--- config.mk ---
export PLATFORM = sky130hd
export DESIGN_NAME = lpq_monitor
export DESIGN_NICKNAME = d
export VERILOG_FILES = /design/src/hw/lpq_divider.v /design/src/hw/lpq_monitor.v
export VERILOG_INCLUDE_DIRS = /design/src /design/src/hw
export SDC_FILE = /design/constraint.sdc
export NUM_CORES = 1
export LEC_CHECK = 0
export BUFFER_PORTS_ARGS = -buffer_cell sky130_fd_sc_hd__buf_2
export CORE_ASPECT_RATIO = 1.75
export CORE_UTILIZATION = 60
export CTS_CLUSTER_DIAMETER = 40
export DETAILED_ROUTE_END_ITERATION = 10
export PLACE_DENSITY = 0.79
export SETUP_SLACK_MARGIN = 0.3
export SLEW_MARGIN = 20
export SYNTH_ARGS = -nofsm -noshare
export SYNTH_HDL_FRONTEND = slang
export SYNTH_SLANG_ARGS = --single-unit
--- constraint.sdc ---
create_clock -name clk_sys -period 5.75 [get_ports clk_sys]
set_input_delay 1.15 -clock clk_sys [delete_from_list [all_inputs] [get_ports clk_sys]]
set_output_delay 1.15 -clock clk_sys [all_outputs]
set_load 0.02 [all_outputs]
--- src/hw/lpq_regs.vh ---
// Register offsets, field positions, reset values and timing counts
`ifndef LPQ_REGS_VH
`define LPQ_REGS_VH

// ---------------------------------------------------------------
// Register offsets
// ---------------------------------------------------------------
`define LPQ_METERING_MODE_REG_TWO_ADDR      8'h0C
`define LPQ_SILENCE_ADDR    8'h11
`define LPQ_LINE_MEAS_ADDR  8'h20
`define LPQ_SAG_LVL_ADDR    8'h21
`define LPQ_SAG_CYC_ADDR    8'h22
`define LPQ_VPK_LVL_ADDR    8'h23
`define LPQ_IPK_LVL_ADDR    8'h24
`define LPQ_VPK_CAP_ADDR    8'h25
`define LPQ_IPK_CAP_ADDR    8'h26
`define LPQ_VPK_CLR_ADDR    8'h27
`define LPQ_IPK_CLR_ADDR    8'h28
`define LPQ_STAT3_ADDR      8'h29
`define LPQ_EN3_ADDR        8'h2A
`define LPQ_SMF_ADDR        8'h2B
`define LPQ_SME_ADDR        8'h2C

// ---------------------------------------------------------------
// Field positions
// ---------------------------------------------------------------
`define LPQ_METERING_MODE_REG_TWO_PERIOD_OR_FREQ_SELECT   0
`define LPQ_METERING_MODE_REG_TWO_LPF_BYP   1
`define LPQ_ST3_ZX          0
`define LPQ_ST3_SILENCE     1
`define LPQ_ST3_PKV         2
`define LPQ_ST3_PKI         3
`define LPQ_SM_SAG          0

// ---------------------------------------------------------------
// Reset values
// ---------------------------------------------------------------
`define LPQ_SILENCE_RST     12'h0FFF
`define LPQ_SAG_LVL_RST     16'h0000
`define LPQ_SAG_CYC_RST     8'h04
`define LPQ_VPK_LVL_RST     16'hFFFF
`define LPQ_IPK_LVL_RST     16'hFFFF

// ---------------------------------------------------------------
// Timing counts in master-clock cycles
// ---------------------------------------------------------------
`define LPQ_SILENCE_TICK    8'd160
`define LPQ_PERIOD_TICK     4'd10
// 4.096 MHz * 16 counts per Hz / 10 clocks per period count
`define LPQ_FREQ_NUM        32'd6553600

`endif

--- src/hw/lpq_divider.v ---
// Sequential divider turning period counts into frequency counts
`timescale 1ns/1ps
module lpq_divider
(
  input wire clk_sys,
  input wire rstn,
  input wire start,
  input wire [31:0] numer,
  input wire [31:0] denom,
  output reg busy,
  output reg [15:0] quot
);
  reg [31:0] rem_q;
  reg [31:0] num_q;
  reg [31:0] den_q;
  reg [31:0] quo_q;
  reg [5:0] cnt_q;
  wire [32:0] trial;

  // Restoring division, one quotient bit per clock
  assign trial = {rem_q, num_q[31]} - {1'b0, den_q};

  always @(posedge clk_sys)
  begin
    if (!rstn)
    begin
      busy <= 1'b0;
      quot <= 16'h0000;
      rem_q <= 32'h0000_0000;
      num_q <= 32'h0000_0000;
      den_q <= 32'h0000_0000;
      quo_q <= 32'h0000_0000;
      cnt_q <= 6'd0;
    end
    else if (start && !busy)
    begin
      busy <= 1'b1;
      rem_q <= 32'h0000_0000;
      num_q <= numer;
      den_q <= denom;
      quo_q <= 32'h0000_0000;
      cnt_q <= 6'd32;
    end
    else if (busy)
    begin
      num_q <= {num_q[30:0], 1'b0};
      if (!trial[32])
      begin
        rem_q <= trial[31:0];
        quo_q <= {quo_q[30:0], 1'b1};
      end
      else
      begin
        rem_q <= {rem_q[30:0], num_q[31]};
        quo_q <= {quo_q[30:0], 1'b0};
      end
      cnt_q <= cnt_q - 6'd1;
      if (cnt_q == 6'd1)
      begin
        busy <= 1'b0;
        // Saturate rather than wrap on very fast lines
        if (!trial[32])
          quot <= (quo_q[30:15] != 16'h0000) ? 16'hFFFF :
                  {quo_q[14:0], 1'b1};
        else
          quot <= (quo_q[30:15] != 16'h0000) ? 16'hFFFF :
                  {quo_q[14:0], 1'b0};
      end
    end
  end
endmodule // lpq_divider

--- src/hw/lpq_monitor.v ---
// Line power-quality supervisor: crossings, silence, period, sag, peaks
//
// Local design decision: the plain strobed port.
`timescale 1ns/1ps
// Notes on behaviour
// - Crossings come from filtered voltage unless software selects bypass.
// - Each crossing sets its status flag; enabled flag raises metering irq.
// - Crossing irq stays asserted until software clears the flag.
// - Twelve-bit silence countdown decrements once every 160 clocks.
// - Every crossing reloads the countdown with the programmed start.
// - Programmed start value is 0xFFF after reset.
// - Countdown reaching zero sets timeout flag; enabled flag raises irq.
// - Start value is readable and writable at 0x11, 160 clocks per LSB.
// - Mode bit picks period when clear, frequency when set.
// - Period or frequency result is unsigned 16-bit, refreshed each period.
// - Period counts in units of ten master-clock cycles.
// - Frequency counts in sixteenths of a hertz at nominal clock.
// - Sag count 0 or 1 is invalid; count is cycles plus one.
// - Sag sets supply-monitor flag; enabled flag raises supply irq.
// - Sag when threshold exceeds absolute selected voltage (filtered, or raw in bypass).
// - Both channels' upper sixteen bits compared against peak thresholds.
// - Exceeding peak levels sets voltage or current peak flags.
// - Peak irq stays asserted until software clears the peak flag.
// - Capture registers hold largest absolute sample per channel.
// - Reading a clearing alias returns value then zeroes the capture.
module lpq_monitor
(
  input wire clk_sys,
  input wire rstn,
  input wire [15:0] v_filt,
  input wire [15:0] v_raw,
  input wire v_valid,
  input wire [23:0] i_samp,
  input wire i_valid,
  input wire [7:0] reg_addr,
  input wire [15:0] reg_wdata,
  input wire reg_wr,
  input wire reg_rd,
  output reg [15:0] reg_rdata,
  output reg zero_cross_event,
  output wire metering_irq,
  output wire supply_monitor_irq
);
`include "lpq_regs.vh"

  // -------------------------------------------------------------
  // Helpers
  // -------------------------------------------------------------
  function [15:0] abs16;
    input [15:0] x;
    begin
      abs16 = x[15] ? (~x + 16'h0001) : x;
    end
  endfunction

  // -------------------------------------------------------------
  // Registers
  // -------------------------------------------------------------
  reg [1:0] metering_mode_reg_two_q;
  reg [11:0] silence_start_q;
  reg [15:0] sag_lvl_q;
  reg [7:0] sag_cyc_q;
  reg [15:0] vpk_lvl_q;
  reg [15:0] ipk_lvl_q;
  reg [15:0] vpk_cap_q;
  reg [15:0] ipk_cap_q;
  reg [3:0] stat3_q;
  reg [3:0] en3_q;
  reg smf_q;
  reg sme_q;
  reg [15:0] line_meas_q;

  wire wr_stat3 = reg_wr && (reg_addr == `LPQ_STAT3_ADDR);
  wire wr_smf = reg_wr && (reg_addr == `LPQ_SMF_ADDR);
  wire rd_vclr = reg_rd && (reg_addr == `LPQ_VPK_CLR_ADDR);
  wire rd_iclr = reg_rd && (reg_addr == `LPQ_IPK_CLR_ADDR);

  // -------------------------------------------------------------
  // Crossing detection
  // -------------------------------------------------------------
  wire [15:0] v_sel = metering_mode_reg_two_q[`LPQ_METERING_MODE_REG_TWO_LPF_BYP] ? v_raw : v_filt;
  reg v_sign_q;
  reg v_seen_q;
  wire zx = v_valid && v_seen_q && v_sign_q && !v_sel[15];

  always @(posedge clk_sys)
  begin
    if (!rstn)
    begin
      v_sign_q <= 1'b0;
      v_seen_q <= 1'b0;
      zero_cross_event <= 1'b0;
    end
    else
    begin
      zero_cross_event <= zx;
      if (v_valid)
      begin
        v_sign_q <= v_sel[15];
        v_seen_q <= 1'b1;
      end
    end
  end

  // -------------------------------------------------------------
  // Silence countdown
  // -------------------------------------------------------------
  reg [7:0] tick_q;
  reg [11:0] silence_q;
  reg silence_hit;

  always @(posedge clk_sys)
  begin
    if (!rstn)
    begin
      tick_q <= 8'd0;
      silence_q <= `LPQ_SILENCE_RST;
      silence_hit <= 1'b0;
    end
    else
    begin
      silence_hit <= 1'b0;
      if (zx)
      begin
        silence_q <= silence_start_q;
        tick_q <= 8'd0;
      end
      else if (tick_q == `LPQ_SILENCE_TICK - 8'd1)
      begin
        tick_q <= 8'd0;
        // Hold at zero so the flag fires once per silent stretch
        if (silence_q != 12'h000)
        begin
          silence_q <= silence_q - 12'h001;
          if (silence_q == 12'h001)
            silence_hit <= 1'b1;
        end
      end
      else
        tick_q <= tick_q + 8'd1;
    end
  end

  // -------------------------------------------------------------
  // Period and frequency measurement
  // -------------------------------------------------------------
  reg [3:0] pdiv_q;
  reg [15:0] pcnt_q;
  reg [15:0] period_q;
  reg div_start_q;
  wire div_busy;
  wire [15:0] div_quot;
  reg div_busy_q;

  lpq_divider u_div
  (
    .clk_sys(clk_sys),
    .rstn(rstn),
    .start(div_start_q),
    .numer(`LPQ_FREQ_NUM),
    .denom({16'h0000, period_q}),
    .busy(div_busy),
    .quot(div_quot)
  );

  always @(posedge clk_sys)
  begin
    if (!rstn)
    begin
      pdiv_q <= 4'd0;
      pcnt_q <= 16'h0000;
      period_q <= 16'h0000;
      div_start_q <= 1'b0;
      div_busy_q <= 1'b0;
      line_meas_q <= 16'h0000;
    end
    else
    begin
      div_start_q <= 1'b0;
      div_busy_q <= div_busy;
      if (zx)
      begin
        period_q <= pcnt_q;
        pcnt_q <= 16'h0000;
        pdiv_q <= 4'd0;
        if (!metering_mode_reg_two_q[`LPQ_METERING_MODE_REG_TWO_PERIOD_OR_FREQ_SELECT])
          line_meas_q <= pcnt_q;
        else if (pcnt_q != 16'h0000)
          div_start_q <= 1'b1;
      end
      else if (pdiv_q == `LPQ_PERIOD_TICK - 4'd1)
      begin
        pdiv_q <= 4'd0;
        if (pcnt_q != 16'hFFFF)
          pcnt_q <= pcnt_q + 16'h0001;
      end
      else
        pdiv_q <= pdiv_q + 4'd1;
      if (div_busy_q && !div_busy && metering_mode_reg_two_q[`LPQ_METERING_MODE_REG_TWO_PERIOD_OR_FREQ_SELECT])
        line_meas_q <= div_quot;
    end
  end

  // -------------------------------------------------------------
  // Sag detection, one decision per line cycle
  // -------------------------------------------------------------
  reg cyc_high_q;
  reg [7:0] sag_cnt_q;
  reg sag_hit;

  always @(posedge clk_sys)
  begin
    if (!rstn)
    begin
      cyc_high_q <= 1'b0;
      sag_cnt_q <= 8'd0;
      sag_hit <= 1'b0;
    end
    else
    begin
      sag_hit <= 1'b0;
      if (zx)
      begin
        cyc_high_q <= 1'b0;
        if (cyc_high_q)
          sag_cnt_q <= 8'd0;
        else if (sag_cnt_q != 8'hFF)
        begin
          sag_cnt_q <= sag_cnt_q + 8'd1;
          // Limit counts one more than the low cycles required
          // Nine bits so a limit of 0 or 1 can never match
          if ({1'b0, sag_cnt_q} + 9'd2 == {1'b0, sag_cyc_q})
            sag_hit <= 1'b1;
        end
      end
      else if (v_valid && !(sag_lvl_q > abs16(v_sel)))
        cyc_high_q <= 1'b1;
    end
  end

  // -------------------------------------------------------------
  // Peak thresholds and capture
  // -------------------------------------------------------------
  wire [15:0] v_abs = abs16(v_sel);
  wire [15:0] i_abs = abs16(i_samp[23:8]);
  wire pkv_hit = v_valid && (v_abs > vpk_lvl_q);
  wire pki_hit = i_valid && (i_abs > ipk_lvl_q);

  always @(posedge clk_sys)
  begin
    if (!rstn)
    begin
      vpk_cap_q <= 16'h0000;
      ipk_cap_q <= 16'h0000;
    end
    else
    begin
      // New larger sample wins over the clearing read
      if (v_valid && v_abs > vpk_cap_q)
        vpk_cap_q <= v_abs;
      else if (rd_vclr)
        vpk_cap_q <= 16'h0000;
      if (i_valid && i_abs > ipk_cap_q)
        ipk_cap_q <= i_abs;
      else if (rd_iclr)
        ipk_cap_q <= 16'h0000;
    end
  end

  // -------------------------------------------------------------
  // Status flags: write one to clear, hardware set wins
  // -------------------------------------------------------------
  wire [3:0] st3_set = {pki_hit, pkv_hit, silence_hit, zx};

  always @(posedge clk_sys)
  begin
    if (!rstn)
    begin
      stat3_q <= 4'h0;
      smf_q <= 1'b0;
    end
    else
    begin
      stat3_q <= (stat3_q & ~(wr_stat3 ? reg_wdata[3:0] : 4'h0))
                 | st3_set;
      if (sag_hit)
        smf_q <= 1'b1;
      else if (wr_smf && reg_wdata[`LPQ_SM_SAG])
        smf_q <= 1'b0;
    end
  end

  assign metering_irq = |(stat3_q & en3_q);
  assign supply_monitor_irq = smf_q & sme_q;

  // -------------------------------------------------------------
  // Register writes
  // -------------------------------------------------------------
  always @(posedge clk_sys)
  begin
    if (!rstn)
    begin
      metering_mode_reg_two_q <= 2'b00;
      silence_start_q <= `LPQ_SILENCE_RST;
      sag_lvl_q <= `LPQ_SAG_LVL_RST;
      sag_cyc_q <= `LPQ_SAG_CYC_RST;
      vpk_lvl_q <= `LPQ_VPK_LVL_RST;
      ipk_lvl_q <= `LPQ_IPK_LVL_RST;
      en3_q <= 4'h0;
      sme_q <= 1'b0;
    end
    else if (reg_wr)
    begin
      case (reg_addr)
        `LPQ_METERING_MODE_REG_TWO_ADDR: metering_mode_reg_two_q <= reg_wdata[1:0];
        `LPQ_SILENCE_ADDR: silence_start_q <= reg_wdata[11:0];
        `LPQ_SAG_LVL_ADDR: sag_lvl_q <= reg_wdata;
        `LPQ_SAG_CYC_ADDR: sag_cyc_q <= reg_wdata[7:0];
        `LPQ_VPK_LVL_ADDR: vpk_lvl_q <= reg_wdata;
        `LPQ_IPK_LVL_ADDR: ipk_lvl_q <= reg_wdata;
        `LPQ_EN3_ADDR: en3_q <= reg_wdata[3:0];
        `LPQ_SME_ADDR: sme_q <= reg_wdata[0];
        default: sme_q <= sme_q;
      endcase
    end
  end

  // -------------------------------------------------------------
  // Register reads, data one cycle after the strobe
  // -------------------------------------------------------------
  always @(posedge clk_sys)
  begin
    if (!rstn)
      reg_rdata <= 16'h0000;
    else if (reg_rd)
    begin
      case (reg_addr)
        `LPQ_METERING_MODE_REG_TWO_ADDR: reg_rdata <= {14'h0000, metering_mode_reg_two_q};
        `LPQ_SILENCE_ADDR: reg_rdata <= {4'h0, silence_start_q};
        `LPQ_LINE_MEAS_ADDR: reg_rdata <= line_meas_q;
        `LPQ_SAG_LVL_ADDR: reg_rdata <= sag_lvl_q;
        `LPQ_SAG_CYC_ADDR: reg_rdata <= {8'h00, sag_cyc_q};
        `LPQ_VPK_LVL_ADDR: reg_rdata <= vpk_lvl_q;
        `LPQ_IPK_LVL_ADDR: reg_rdata <= ipk_lvl_q;
        `LPQ_VPK_CAP_ADDR: reg_rdata <= vpk_cap_q;
        `LPQ_IPK_CAP_ADDR: reg_rdata <= ipk_cap_q;
        `LPQ_VPK_CLR_ADDR: reg_rdata <= vpk_cap_q;
        `LPQ_IPK_CLR_ADDR: reg_rdata <= ipk_cap_q;
        `LPQ_STAT3_ADDR: reg_rdata <= {12'h000, stat3_q};
        `LPQ_EN3_ADDR: reg_rdata <= {12'h000, en3_q};
        `LPQ_SMF_ADDR: reg_rdata <= {15'h0000, smf_q};
        `LPQ_SME_ADDR: reg_rdata <= {15'h0000, sme_q};
        default: reg_rdata <= 16'h0000;
      endcase
    end
    else
      reg_rdata <= 16'h0000;
  end
endmodule // lpq_monitor

==> metrics.md <==
| Metric | Value |
|---|---|
| Asr flop ratio synth | 0% |
| CTS Hold Bufs | 0 |
| Postcts setup bufs | 0 |
| Max cap viols | 0 |
| Hpwl dp | 34800 µm |
| Comb pwr share | 8.3% |
| CTS H-tree depth | 2 |
| Crit-path cells | mux2i_1 -> buf_4 -> ha_1 -> o21ai_1 -> or2_2 -> o31ai_1 -> xnor2_1 -> inv_1 -> ha_1 -> a21o_1 -> a21oi_1 -> nor2b_1 -> o21ai_0 -> nand2b_1 -> a41o_1 -> a311o_1 -> a21oi_4 -> a22o_1 |
| Crit-path max FO | 20 |
| Area fraction in and, or, nand and nor cells after synthesis | 19.0% |
| Antenna diode count | 0 |
| Largest net degree at the start of global routing | 80 |
| Filler cells | around 2.3k |
| Seq pwr share | 46.7% |
| Outcome | finished clean |
| CP Launch Type | flop |
| Die area | 29900 µm² |
| Clock power frac | 45.0% |
| DIE WIDTH | 131 µm |
| Final hold violations | 0 |
| Mapped Area | 17500 µm² |
| NetSw | 0.00129 W |
| Drt drc | 0 |
| DIE HEIGHT | roughly 230 µm |
| Syn nets | 2248 |
| Critical Path RT | ~6.2 ns |
| Clock slew seen by the registers of the worst setup and hold paths | 0.06 ns |
| Clk sinks | 332 |
| Ys flop type | dfxtp_1 |
| Pwr per Cell Area | 262 nW/µm² |
| Synth cell types | 81 |
| Compound-Gate Fraction of Synth Area | 19.7% |
| Min Tclk post-route | roughly 4.9 ns |
| Final period util | 85.2% |
| Storage cell area | 6650 µm² |
| Top delay family on crit path | compound AO/OA/AOI/OAI gates |
| Yosys reg bits | between 300 and 400 |
| Static leakage | roughly 8 nW |
| First-pass GRT wire length | 77100 µm |
| Adder-Cell Fraction of Synth Area | 7.58% |
| RSZ-0062 raised after global routing | false |
| Multi-input gate area | 10000 µm² |
| Most Frequent Cell on Critical Path | ha_1 |
| P&R area growth vs syn | 10.8% |
| Worst hold stages | 2 |
| I/O pins | 105 |
| WP data arrival | around 5.4 ns |
| Post-Synthesis Cells | 2058 |
| Clk_skew | approximately 0.024 ns |
| Routed length per instance | just under 20 µm |
| Worst path depth | 18 |
| Starting DRC count in detailed routing | approximately 1.2k |
| Post-synth EDFFs | 0 |
| XOR/XNOR share of the synthesized area | 5.45% |
| Least-Margin Pin Slew | 1.04 ns |
| GRT Overall Usage | 32.2% |
| Largest family of logic cells by synthesized area | compound AO/OA/AOI/OAI gates |
| Share of layout cells above drive strength 1 | 10.7% |
| CTS tree | built |
| Num CTS Buffers | 35 |
| Crit Path Category | reg -> reg |
| Initial antenna violation count | 1 |
| Max VDD drop | 257 µV |
| Ys Warns | 0 |
| RD Place Congestion | slightly above 0.9 |
| Setup TNS | 0 ns |
| I/O Buffers | 96 |
| WP buf/inv | 2 |
| Number of global-route vias before repair | 15.3k |
| Vias | 15.5k |
| Final WL | around 49000 µm |
| Gr ovfl total | 0 |
| Worst R2R Path Depth | 18 |
| Drt via density | just over 6 |
| Clock latency on the worst-skew pair | 0.54 ns |
| P_int | between 0.003 and 0.004 W |
| DRT Pass-1 Iters | 6 |
| Root buf cell | clkbuf_16 |
| Resize count post-CTS | 0 |
| Post-detailed-route count of antenna-violating nets | 0 |
| Seq/Total Area, Yosys | between 30% and 40% |
| FMAX | 204 MHz |
| Post-synthesis mux area share | 5.20% |
| Core Region | between 20000 and 30000 µm² |
| Slew HR | around 31% |
| Nets | 2288 |
| Slowest cell delay on critical path | 0.81 ns |
| Crit end category | flop |
| Clk buf depth | 3 |
| Initial Util | 61.0% |
| Synthesized area per cell | 8.52 µm² |
| Slowest CP cell | dfxtp_1 |
| Fin. max-slew vios | 0 |
| Hold Slack | between 0.4 and 0.5 ns |
| Setup Viol. Count Final | 0 |
| # rows | 82 |
| Sw Share | 25.3% |
| Worst min path class | reg -> reg |
==> metal layers <==
metal / wire length [µm] / up-vias / global-route usage (%)
met2: 24900 / 596 / 58.6
met5: 0 / - / 0
met3: 2930 / 220 / 5.58
met4: 3920 / 0 / 25.4
met1: 16900 / 7272 / 32.2
li1: - / 7377 / -
==> final timing paths <==
path               endpoint  slack, ns                       start
max           vpk_cap_q[13]       0.85  metering_mode_reg_two_q[1]
min          u_div.den_q[6]       0.46                 period_q[6]
max reg2reg   vpk_cap_q[13]       0.85  metering_mode_reg_two_q[1]
min reg2reg  u_div.den_q[6]       0.46                 period_q[6]
==> cell families (layout without fill, tap and decap cells) <==
logic type | after synthesis | in the layout
simple gates | 712 | 712
mux | 90 | 90
flops | 332 | 332
fa+ha+maj | 106 | 106
xor+xnor | 107 | 107
compound gates | 478 | 478
buf+inv | 233 | 297
==> power groups by stage <==
stage,Combinational (W),Clock (W),Sequential [W]
6_report,0.000420,0.00229,0.00238
5_1_grt,0.000466,0.00242,0.00238
4_1_cts,0.000415,0.00231,0.00237
3_5_place_dp,0.000411,0,0.00242
3_3_place_gp,0.000391,0,0.00242
2_1_floorplan,0.000284,0,0.00240
==> layout make-up <==
type                            count  area share, %
Clock buffer                       44           5.00
Inverter                          114           2.20
Tap cell                          378           2.44
Multi-Input combinational cell   1493           51.6
Clock inverter                     17          0.973
Timing Repair Buffer              122           3.51
Sequential cell                   332           34.2
==> layout by cell type, fill, tap and decap left out, types with 18 or more instances in the layout <==
cell and count:
a21boi_0 61, a21oi_1 81, a222oi_1 21, buf_2 95, buf_4 26, clkbuf_16 36
dfxtp_1 331, ha_1 103, inv_1 114, mux2i_1 83, nand2_1 271, nand2b_1 25
nand3_1 86, nand4_1 25, nor2_1 147, nor2b_1 28, nor3_1 26, nor4_1 19
o211ai_1 35, o21ai_0 87, o221a_2 18, xnor2_1 57, xor2_1 49
==> cells in the mapped netlist (all sizes together) (6+ instances only) <==
cell | instances | area share, %
a22o | 16 | 0.85
a21boi | 67 | 2.9
a21o | 17 | 0.73
or4 | 10 | 0.43
inv | 114 | 2.4
o21ai | 88 | 2.5
nand2b | 25 | 0.89
a211oi | 17 | 0.73
nor3 | 27 | 0.77
o21a | 14 | 0.60
mux2i | 84 | 4.8
dfxtp | 332 | 38
nor3b | 7 | 0.30
o221a | 18 | 1.2
a221oi | 10 | 0.50
or3 | 8 | 0.31
xor2 | 50 | 2.6
ha | 103 | 7.4
nor2b | 28 | 1.0
o211a | 17 | 0.97
and3 | 19 | 0.71
nor4 | 23 | 0.82
xnor2 | 57 | 2.8
a21oi | 82 | 2.4
a31oi | 13 | 0.46
o211ai | 35 | 1.5
nand4 | 25 | 0.89
a22oi | 11 | 0.47
mux2 | 6 | 0.39
a222oi | 21 | 1.2
nand2 | 272 | 5.8
nor2 | 148 | 3.2
buf | 12 | 0.43
and2 | 13 | 0.46
o22a | 9 | 0.45
nand3 | 86 | 2.5
clkbuf | 107 | 2.3
o31ai | 6 | 0.34
==> flip-flops by register name (all words and copies together) (netlist names), 2 cells and up <==
register                 count
u_div.cnt_q                  6
silence_start_q             12
u_div.den_q                 16
u_div.rem_q                 32
u_div.num_q                 14
en3_q                        4
sag_lvl_q                   16
reg_rdata                   16
tick_q                       8
line_meas_q                 16
pdiv_q                       4
u_div.quot                  16
sag_cnt_q                    8
sag_cyc_q                    8
vpk_cap_q                   16
period_q                    16
stat3_q                      4
pcnt_q                      16
silence_q                   12
metering_mode_reg_two_q      2
vpk_lvl_q                   16
u_div.quo_q                 31
ipk_lvl_q                   16
ipk_cap_q                   16
==> worst reg2reg max path, stage by stage, from the launching register on <==
cell	delay [ns]
dfxtp_1	0.81
mux2i_1	0.27
buf_4	0.16
ha_1	0.21
o21ai_1	0.14
or2_2	0.31
o31ai_1	0.38
xnor2_1	0.24
inv_1	0.14
ha_1	0.32
a21o_1	0.18
a21oi_1	0.14
nor2b_1	0.07
o21ai_0	0.14
nand2b_1	0.08
a41o_1	0.20
a311o_1	0.39
a21oi_4	0.45
a22o_1	0.22
==> stage by stage <==
stage	setup WS [ns]	area, µm²	util [%]	instances	total power (W)
2_1_floorplan	0.928	17500	-	2058	0.00268
3_3_place_gp	0.589	18200	63.5	2438	0.00281
3_5_place_dp	0.510	18200	63.5	2438	0.00283
4_1_cts	0.912	19400	67.5	2499	0.00510
5_1_grt	0.514	19400	67.6	2500	0.00527
6_report	0.851	19400	67.6	2500	0.00509
Power figures use the tool's default switching activity.
